$ cat src/rtl/lpr_regs.svh
/*
  Frame layout, field positions, reset values and host register map
  for the LIN transceiver and start-up parameter registers.
  Assumes inclusion by bare name; definitions only.
*/
`ifndef LPR_REGS_SVH
`define LPR_REGS_SVH
// ---------------------------------------------------------------
// frame fields
// ---------------------------------------------------------------
`define LPR_FRAME_BITS 5'h10
`define LPR_SEL_HI 15
`define LPR_SEL_LO 14
`define LPR_RRS_BIT 13
`define LPR_NOWR_BIT 12
`define LPR_SEL_CFG 2'h3
`define LPR_SEL_STUP 2'h1
// ---------------------------------------------------------------
// transceiver_config fields
// ---------------------------------------------------------------
`define LPR_CFG_ACT_BIT 4
`define LPR_CFG_EDGE_BIT 3
`define LPR_CFG_DRV_BIT 2
`define LPR_CFG_TXD_BIT 0
// ---------------------------------------------------------------
// startup_params fields
// ---------------------------------------------------------------
`define LPR_SU_SDM_BIT 9
`define LPR_SU_WDP_HI 6
`define LPR_SU_WDP_LO 5
`define LPR_SU_THR_HI 4
`define LPR_SU_THR_LO 3
// ---------------------------------------------------------------
// reset values
// ---------------------------------------------------------------
`define LPR_RST_CFG 5'h00
`define LPR_RST_SDM 1'h0
`define LPR_RST_WDP 2'h0
`define LPR_RST_THR 2'h0
// ---------------------------------------------------------------
// decoded scale (x2) and threshold (percent)
// ---------------------------------------------------------------
`define LPR_WDX2_00 3'h2
`define LPR_WDX2_01 3'h3
`define LPR_WDX2_10 3'h5
`define LPR_WDX2_11 3'h7
`define LPR_THR_PCT_HI 7'h5A
`define LPR_THR_PCT_10 7'h46
`define LPR_THR_PCT_01 7'h50
// ---------------------------------------------------------------
// host apb map and link timing
// ---------------------------------------------------------------
`define LPR_HOST_CMD 8'h00
`define LPR_HOST_STAT 8'h04
`define LPR_HOST_RXD 8'h08
`define LPR_HALF_CYC 8'h04
`endif

$ cat src/rtl/lpr_pkg.sv
/*
  Types for both ends of the link, and decode functions used by the device end only.
  Assumes lpr_regs.svh on the include path.
*/
`include "lpr_regs.svh"
package lpr_pkg;
  typedef enum logic [1:0] {
    LPR_IDLE = 2'h0,
    LPR_LEAD = 2'h1,
    LPR_SHIFT = 2'h3,
    LPR_TAIL = 2'h2
  } lpr_state_e;

  typedef struct packed {
    logic sclk_s1, sclk_s2, sclk_d;
    logic csn_s1, csn_s2, csn_d;
    logic mosi_s1, mosi_s2;
    logic [15:0] rx;
    logic [4:0] cnt;
    logic [15:0] tx;
    logic miso;
    logic act_en, edge_sel, drv_sel, tx_dis;
    logic fail;
    logic sdm;
    logic [1:0] wdp;
    logic [1:0] thr;
    logic bus_active, tx_en;
    logic [2:0] wd_x2;
    logic [6:0] thr_pct;
    logic edge_wake_status, wake_level_status;
  } lpr_dev_s;

  typedef struct packed {
    lpr_state_e st;
    logic [7:0] cnt;
    logic [3:0] bits;
    logic sclk, csn, mosi;
    logic miso_s1, miso_s2;
    logic [15:0] txw;
    logic [15:0] sh;
    logic [15:0] rxw;
    logic done;
    logic wr_ok;
    logic pready, pslverr;
    logic [31:0] prdata;
  } lpr_host_s;

  function automatic logic [2:0] lpr_wd_x2(input logic [1:0] c);
    case (c)
      2'h0: lpr_wd_x2 = `LPR_WDX2_00;
      2'h1: lpr_wd_x2 = `LPR_WDX2_01;
      2'h2: lpr_wd_x2 = `LPR_WDX2_10;
      default: lpr_wd_x2 = `LPR_WDX2_11;
    endcase
  endfunction

  function automatic logic [6:0] lpr_thr_pct(input logic [1:0] c);
    case (c)
      2'h2: lpr_thr_pct = `LPR_THR_PCT_10;
      2'h1: lpr_thr_pct = `LPR_THR_PCT_01;
      default: lpr_thr_pct = `LPR_THR_PCT_HI;
    endcase
  endfunction
endpackage

$ cat src/rtl/lpr_if.sv
/*
  Four-wire serial link between controller and device.
  Assumes the bench supplies nothing beyond these wires.
*/
interface lpr_if;
  logic sclk;
  logic csn;
  logic mosi;
  logic miso;
  modport dev (input sclk, input csn, input mosi, output miso);
  modport host (output sclk, output csn, output mosi, input miso);
endinterface

$ cat src/rtl/lpr_dev.sv
/*
  Device end: transceiver configuration and start-up parameter
  registers behind a 16-bit serial frame, msb first.
  Assumes the link pins are asynchronous to i_clk and that the
  half period of sclk spans at least four i_clk cycles.
*/
// Decided for this implementation: the APB interface to the registers and the register offsets.
`include "lpr_regs.svh"
module lpr_dev (
  input wire logic i_clk,
  input wire logic i_rst_n,
  lpr_if.dev link,
  input wire logic i_mode_active,
  input wire logic i_if_fail,
  input wire logic i_traffic_ok,
  input wire logic [11:0] i_gp1_feedback,
  input wire logic [11:0] i_int_en_feedback,
  input wire logic i_wake_enable,
  input wire logic i_wake_edge,
  input wire logic i_wake_level,
  input wire logic i_wake_status_clr,
  output logic o_bus_active,
  output logic o_edge_rate_sel,
  output logic o_drive_strength_sel,
  output logic o_transmitter_disable,
  output logic o_tx_enable,
  output logic o_sw_dev_mode_init,
  output logic [1:0] o_watchdog_prescale,
  output logic [1:0] o_supply_reset_threshold,
  output logic [2:0] o_wd_scale_x2,
  output logic [6:0] o_reset_thresh_pct,
  output logic o_edge_wake_status,
  output logic o_wake_level_status
);
  // ---------------------------------------------------------------
  // state
  // ---------------------------------------------------------------
  lpr_pkg::lpr_dev_s state_ff;
  lpr_pkg::lpr_dev_s nxt_state;

  logic csn_fall;
  logic csn_rise;
  logic sclk_rise;
  logic sclk_fall;
  logic in_frame;
  logic full_frame;
  logic [1:0] sel;
  logic readback_select;
  logic no_wr;

  assign csn_fall = !state_ff.csn_s2 && state_ff.csn_d;
  assign csn_rise = state_ff.csn_s2 && !state_ff.csn_d;
  assign sclk_rise = state_ff.sclk_s2 && !state_ff.sclk_d;
  assign sclk_fall = !state_ff.sclk_s2 && state_ff.sclk_d;
  assign in_frame = !state_ff.csn_s2;
  assign full_frame = state_ff.cnt == `LPR_FRAME_BITS;
  assign sel = state_ff.rx[`LPR_SEL_HI:`LPR_SEL_LO];
  assign readback_select = state_ff.rx[`LPR_RRS_BIT];
  assign no_wr = state_ff.rx[`LPR_NOWR_BIT];

  // ---------------------------------------------------------------
  // next state
  // ---------------------------------------------------------------
  always_comb begin
    nxt_state = state_ff;
    // pin synchronisers; first stage feeds only the second
    nxt_state.sclk_s1 = link.sclk;
    nxt_state.sclk_s2 = state_ff.sclk_s1;
    nxt_state.sclk_d = state_ff.sclk_s2;
    nxt_state.csn_s1 = link.csn;
    nxt_state.csn_s2 = state_ff.csn_s1;
    nxt_state.csn_d = state_ff.csn_s2;
    nxt_state.mosi_s1 = link.mosi;
    nxt_state.mosi_s2 = state_ff.mosi_s1;

    // bit engine
    if (csn_fall) begin
      nxt_state.cnt = 5'h00;
      nxt_state.miso = state_ff.tx[15];
    end else if (in_frame && sclk_rise) begin
      nxt_state.rx = {state_ff.rx[14:0], state_ff.mosi_s2};
      // saturate past sixteen so an overlong frame never looks full
      if (state_ff.cnt != 5'h1F) begin
        nxt_state.cnt = state_ff.cnt + 5'h01;
      end
    end else if (in_frame && sclk_fall) begin
      nxt_state.miso = state_ff.tx[14];
      nxt_state.tx = {state_ff.tx[14:0], 1'b0};
    end

    // frame end: decode and write
    if (csn_rise) begin
      nxt_state.miso = 1'b0;
      if (full_frame) begin
        if (sel == `LPR_SEL_CFG) begin
          if (!no_wr) begin
            // reserved bits 11..5 and 1 are dropped
            nxt_state.act_en = state_ff.rx[`LPR_CFG_ACT_BIT];
            nxt_state.edge_sel = state_ff.rx[`LPR_CFG_EDGE_BIT];
            nxt_state.drv_sel = state_ff.rx[`LPR_CFG_DRV_BIT];
            nxt_state.tx_dis = state_ff.rx[`LPR_CFG_TXD_BIT];
          end
        end else if (sel == `LPR_SEL_STUP) begin
          if (!no_wr) begin
            // reserved bits 11,10,8,7,2..0 are dropped
            nxt_state.sdm = state_ff.rx[`LPR_SU_SDM_BIT];
            nxt_state.wdp = state_ff.rx[`LPR_SU_WDP_HI:`LPR_SU_WDP_LO];
            nxt_state.thr = state_ff.rx[`LPR_SU_THR_HI:`LPR_SU_THR_LO];
          end
        end
      end
    end

    // readback word for the next frame, built from updated contents
    if (csn_rise) begin
      nxt_state.tx = 16'h0000;
      if (full_frame && sel == `LPR_SEL_CFG) begin
        if (readback_select) begin
          nxt_state.tx = {2'h3, 2'h2, i_gp1_feedback};
        end else begin
          nxt_state.tx = {2'h3, 2'h0, 7'h00, nxt_state.act_en,
                          nxt_state.edge_sel, nxt_state.drv_sel, 1'b0,
                          nxt_state.tx_dis};
        end
      end else if (full_frame && sel == `LPR_SEL_STUP) begin
        if (readback_select) begin
          nxt_state.tx = {2'h1, 2'h2, 2'h0, nxt_state.sdm, 2'h0,
                          nxt_state.wdp, nxt_state.thr, 3'h0};
        end else begin
          nxt_state.tx = {2'h1, 2'h0, i_int_en_feedback};
        end
      end
    end

    // interface failure latch; set wins over every clear
    if (i_traffic_ok) begin
      nxt_state.fail = 1'b0;
    end
    if (csn_rise && full_frame && sel == `LPR_SEL_CFG && !no_wr &&
        state_ff.rx[`LPR_CFG_TXD_BIT]) begin
      nxt_state.fail = 1'b0;
    end
    if (i_if_fail) begin
      nxt_state.fail = 1'b1;
    end

    // wake status
    if (i_wake_status_clr) begin
      nxt_state.edge_wake_status = 1'b0;
    end
    if (i_wake_enable) begin
      if (i_wake_edge) begin
        nxt_state.edge_wake_status = 1'b1;
      end
      nxt_state.wake_level_status = i_wake_level;
    end

    // registered decoded outputs
    nxt_state.bus_active = nxt_state.act_en && i_mode_active;
    nxt_state.tx_en = !nxt_state.tx_dis && !nxt_state.fail;
    nxt_state.wd_x2 = lpr_pkg::lpr_wd_x2(nxt_state.wdp);
    nxt_state.thr_pct = lpr_pkg::lpr_thr_pct(nxt_state.thr);
  end

  // ---------------------------------------------------------------
  // registers
  // ---------------------------------------------------------------
  always_ff @(posedge i_clk or negedge i_rst_n) begin
    if (!i_rst_n) begin
      state_ff <= '0;
      state_ff.sclk_s1 <= 1'b0;
      state_ff.csn_s1 <= 1'b1;
      state_ff.csn_s2 <= 1'b1;
      state_ff.csn_d <= 1'b1;
      state_ff.act_en <= 1'(`LPR_RST_CFG >> `LPR_CFG_ACT_BIT);
      state_ff.sdm <= `LPR_RST_SDM;
      state_ff.wdp <= `LPR_RST_WDP;
      state_ff.thr <= `LPR_RST_THR;
      state_ff.tx_en <= 1'b1;
      state_ff.wd_x2 <= `LPR_WDX2_00;
      state_ff.thr_pct <= `LPR_THR_PCT_HI;
    end else begin
      state_ff <= nxt_state;
    end
  end

  // ---------------------------------------------------------------
  // outputs
  // ---------------------------------------------------------------
  assign link.miso = state_ff.miso;
  assign o_bus_active = state_ff.bus_active;
  assign o_edge_rate_sel = state_ff.edge_sel;
  assign o_drive_strength_sel = state_ff.drv_sel;
  assign o_transmitter_disable = state_ff.tx_dis;
  assign o_tx_enable = state_ff.tx_en;
  assign o_sw_dev_mode_init = state_ff.sdm;
  assign o_watchdog_prescale = state_ff.wdp;
  assign o_supply_reset_threshold = state_ff.thr;
  assign o_wd_scale_x2 = state_ff.wd_x2;
  assign o_reset_thresh_pct = state_ff.thr_pct;
  assign o_edge_wake_status = state_ff.edge_wake_status;
  assign o_wake_level_status = state_ff.wake_level_status;
endmodule

$ cat src/flat_wrapper.sv
// flat-port wrapper written by rule: the top's interface ports become plain ports
module lpr_dev_flat 
  (i_clk, i_rst_n, i_mode_active, i_if_fail, i_traffic_ok, i_gp1_feedback, i_int_en_feedback, i_wake_enable, i_wake_edge, i_wake_level, i_wake_status_clr, o_bus_active, o_edge_rate_sel, o_drive_strength_sel, o_transmitter_disable, o_tx_enable, o_sw_dev_mode_init, o_watchdog_prescale, o_supply_reset_threshold, o_wd_scale_x2, o_reset_thresh_pct, o_edge_wake_status, o_wake_level_status, link_sclk, link_csn, link_mosi, link_miso);
  lpr_if link_i ();
  input wire logic i_clk;
  input wire logic i_rst_n;
  input wire logic i_mode_active;
  input wire logic i_if_fail;
  input wire logic i_traffic_ok;
  input wire logic [11:0] i_gp1_feedback;
  input wire logic [11:0] i_int_en_feedback;
  input wire logic i_wake_enable;
  input wire logic i_wake_edge;
  input wire logic i_wake_level;
  input wire logic i_wake_status_clr;
  output logic o_bus_active;
  output logic o_edge_rate_sel;
  output logic o_drive_strength_sel;
  output logic o_transmitter_disable;
  output logic o_tx_enable;
  output logic o_sw_dev_mode_init;
  output logic [1:0] o_watchdog_prescale;
  output logic [1:0] o_supply_reset_threshold;
  output logic [2:0] o_wd_scale_x2;
  output logic [6:0] o_reset_thresh_pct;
  output logic o_edge_wake_status;
  output logic o_wake_level_status;
  input wire logic [$bits(link_i.sclk)-1:0] link_sclk;
  input wire logic [$bits(link_i.csn)-1:0] link_csn;
  input wire logic [$bits(link_i.mosi)-1:0] link_mosi;
  output wire logic [$bits(link_i.miso)-1:0] link_miso;
  assign link_i.sclk = link_sclk;
  assign link_i.csn = link_csn;
  assign link_i.mosi = link_mosi;
  assign link_miso = link_i.miso;
  lpr_dev u_core (.i_clk(i_clk), .i_rst_n(i_rst_n), .link(link_i), .i_mode_active(i_mode_active), .i_if_fail(i_if_fail), .i_traffic_ok(i_traffic_ok), .i_gp1_feedback(i_gp1_feedback), .i_int_en_feedback(i_int_en_feedback), .i_wake_enable(i_wake_enable), .i_wake_edge(i_wake_edge), .i_wake_level(i_wake_level), .i_wake_status_clr(i_wake_status_clr), .o_bus_active(o_bus_active), .o_edge_rate_sel(o_edge_rate_sel), .o_drive_strength_sel(o_drive_strength_sel), .o_transmitter_disable(o_transmitter_disable), .o_tx_enable(o_tx_enable), .o_sw_dev_mode_init(o_sw_dev_mode_init), .o_watchdog_prescale(o_watchdog_prescale), .o_supply_reset_threshold(o_supply_reset_threshold), .o_wd_scale_x2(o_wd_scale_x2), .o_reset_thresh_pct(o_reset_thresh_pct), .o_edge_wake_status(o_edge_wake_status), .o_wake_level_status(o_wake_level_status));
endmodule
$ cat config.mk
export PLATFORM = sky130hd
export DESIGN_NAME = lpr_dev_flat
export DESIGN_NICKNAME = d
export VERILOG_FILES = /design/src/rtl/lpr_pkg.sv /design/src/rtl/lpr_if.sv /design/src/rtl/lpr_dev.sv /design/src/flat_wrapper.sv
export VERILOG_INCLUDE_DIRS = /design/src /design/src/rtl
export SDC_FILE = /design/constraint.sdc
export NUM_CORES = 1
export LEC_CHECK = 0
export BUFFER_PORTS_ARGS = -buffer_cell sky130_fd_sc_hd__buf_2
export CAP_MARGIN = 40
export CORE_UTILIZATION = 52
export CTS_BUF_LIST = sky130_fd_sc_hd__clkbuf_4 sky130_fd_sc_hd__clkbuf_8
export CTS_CLUSTER_SIZE = 16
export DETAILED_ROUTE_END_ITERATION = 8
export GPL_ROUTABILITY_DRIVEN = 0
export PLACE_DENSITY = 0.78
export SYNTH_ARGS = -nofsm -noshare
export SYNTH_HDL_FRONTEND = slang
export SYNTH_SLANG_ARGS = --single-unit
$ cat constraint.sdc
create_clock -name i_clk -period 1.8 [get_ports i_clk]
set_input_delay 0.36 -clock i_clk [delete_from_list [all_inputs] [get_ports i_clk]]
set_output_delay 0.36 -clock i_clk [all_outputs]
set_load 0.02 [all_outputs]
==> impl_metrics.toml <==
[outcome]
status = "complete, but fails checks"
violations = "design-rule violations"

[clock_tree]
clockRootBuffer = "clkbuf_8"
path_clk_slew_ps = 70
h-tree-depth = 3
cts_buffer_depth = 2
cts_made_buffers = 9
clk_latency_ps = 340
cts_sinks = 67
ctsHoldBuffers = 0
cts_tree = "yes"

[floorplanning]
dieArea_um2 = 6420
rows = 28
pin_count = 59
die_h_um = 80.1
core_um2 = 5890
fp.dieW_um = 80.1
start_util = 0.539

[setup_path]
cp-endpoint = "u_core.state_ff[44]"
worstSetupPathType = "flop to flop"
worstPathRequired_ps = 2010
arrival_ps = 1950
endpoint_kind = "flop"
cp_max_fo = 4
crit_start = "u_core.state_ff[41]"
r2r-start = "u_core.state_ff[41]"
r2r_cells = 7
r2r-end = "u_core.state_ff[44]"
start_kind = "flop"
reg2reg_slack_ps = 70

[synth]
syn_inst = 281
synth-seq-cells = 67
synth_cell_types = 47
netlist_area_um2 = 3170
async_flop_share = 1.00
yosys.area.top_type = "dfrtp_1"
synth_flop_cell = "dfrtp_1"
yosysSeqAreaShare = 0.532
yosysWarnings = 0
synth_top_area_share = 0.465
synthTopCellsByArea = "dfrtp_1, mux2_2, dfstp_2"
avgSynthCellArea_um2 = 11.3
synth_edf_count = 0

[routing]
post_drt_wl_per_cell_um = 15.1
vias_per_cell = 5.41
wl_um = 6360
vias = 2281
drc = 1
drt_iter0_markers = 203
antenna_left = 0
firstDrtPassIters = 6

[final_layout]
diodes = 0
area.growth.synth_to_final_pct = 20.6
final_cell_mix = "dfrtp_1, buf_2, mux2_2"
layout.nets = 384
final_area_um2 = 3830
final_common_cell = "dfrtp_1"
drive_above_1_share = 0.406
fill_cells = 447
final_cell_count_no_fill = 422

[run]
maxCapViolations = 0

[worst_hold_path]
worstHoldPathType = "primary input to async pin"

[sta]
setup_viol = 0
final.setup_skew_ps = 9.65
rsz0062_at_grt = "yes"
finalMaxSlewViolations = 0
setup_ws_ps = 65.3
holdWs_ps = 25.5
finalCritPeriodShare = 0.964
fmax_mhz = 576
hold_violations = 0
finalCriticalPeriod_ps = 1730

[pwr]
p_leak_nw = 1.83
ir_drop_mv = 0.507
powerDensity_nw_per_um2 = 865
total_power_mw = 3.31

[grt]
track_usage = 0.218
grt_first_pass_wirelength_um = 10300
globalRoute.totalOverflow = 0
first_global_vias = 2216
grt_antenna_before_repair = 0
grt_max_degree = 68

[placement]
port_buffers = 55
placed_cell_area_um2 = 3530
dp_cells = 402
preCtsSetupSlack_ps = -31.0
dpl.hpwl_um = 4310
[worst max-delay path: stages, from the launching register on]
cell     delay, ps
dfrtp_1        390
ha_2           200
and3_4         150
ha_4           160
nor4b_4        310
nand4_1        150
xor2_1         190
nor2_1          60
[metal layers]
metal	GRT usage	vias to the layer above	part of all wire
met2	0.336	58	0.47
met3	0.0580	18	0.037
met5	0	-	0
met4	0.104	0	0.025
li1	-	1105	-
met1	0.285	1100	0.46
[metrics by stage]
step                      setup TNS, ps  utilization
after floorplan                       0            -
after global placement                0        0.599
after detailed placement          -62.8        0.599
after CTS                             0        0.638
after global routing              -58.5        0.650
final                                 0        0.650
[cell type report]
class | instances | area (um^2) | area share
clock inverters | 2 | 10.0 | 0.00262
multi-input cells | 174 | 1340 | 0.351
clock buffers | 14 | 180 | 0.0471
flip-flops and latches | 67 | 1690 | 0.441
well taps | 75 | 93.8 | 0.0245
repair buffers | 77 | 465 | 0.122
inverters | 13 | 48.8 | 0.0128
[how the worst min path moves through the flow]
| stage | cells after the start | slack, ps | start | to |
|---|---|---|---|---|
| floorplan | 0 | 60 | i_rst_n | u_core.link.miso |
| global placement | 0 | 330 | u_core.nxt_state[68] | u_core.nxt_state[67] |
| detailed placement | 0 | 340 | u_core.nxt_state[68] | u_core.nxt_state[67] |
| CTS | 2 | 40 | i_rst_n | u_core.o_wd_scale_x2[0] |
| global route | 2 | 50 | i_rst_n | u_core.o_watchdog_prescale[1] |
| finish | 2 | 30 | i_rst_n | u_core.o_watchdog_prescale[1] |
[what timing repair did]
action | CTS | global route
pin swaps | 5 | 6
buffers inserted | 1 | 3
setup endpoints to repair | 5 | 9
gates resized for setup | 6 | 7
[kinds of logic after synthesis]
kind of cell / share of synthesized area
compound gates: 0.121
xor+xnor: 0.00828
mux: 0.117
fa+ha+maj: 0.0237
simple gates: 0.126
flops: 0.532
other cells: 0.00237
buf+inv: 0.0694
[synthesized netlist by cell type, types with 2 or more instances]
cell / number
conb_1: 2
ha_1: 6
a221oi_1: 2
nor3_1: 2
o221a_2: 2
nor3b_1: 2
a21oi_1: 20
xor2_1: 2
and3_1: 4
a22oi_1: 6
buf_4: 16
o21ai_0: 14
nand2_1: 11
and2_1: 2
buf_2: 5
a22o_1: 2
or3_1: 6
nand4_2: 2
nor2b_1: 8
mux2i_1: 9
inv_1: 13
o221ai_1: 2
a31oi_1: 3
mux2_2: 25
nand4_1: 3
dfrtp_1: 59
clkbuf_1: 7
dfstp_2: 8
nand2b_1: 3
nor2_1: 18
[state kept, by name, indices dropped and copies added (netlist names), 2 cells and up]
signal	cells
u_core.o_watchdog_prescale	2
u_core.state_ff	38
u_core.o_supply_reset_threshold	2
u_core.o_reset_thresh_pct	4
u_core.sel	2
u_core.o_wd_scale_x2	3
u_core.nxt_state	5
[where the power goes]
| part | total, mW | internal, mW | switching [mW] |
|---|---|---|---|
| sequential | 1.72 | 1.62 | 0.0948 |
| combinational | 0.418 | 0.214 | 0.204 |
| clock | 1.17 | 0.640 | 0.532 |
No activity file was read; power rests on OpenSTA's default activity.
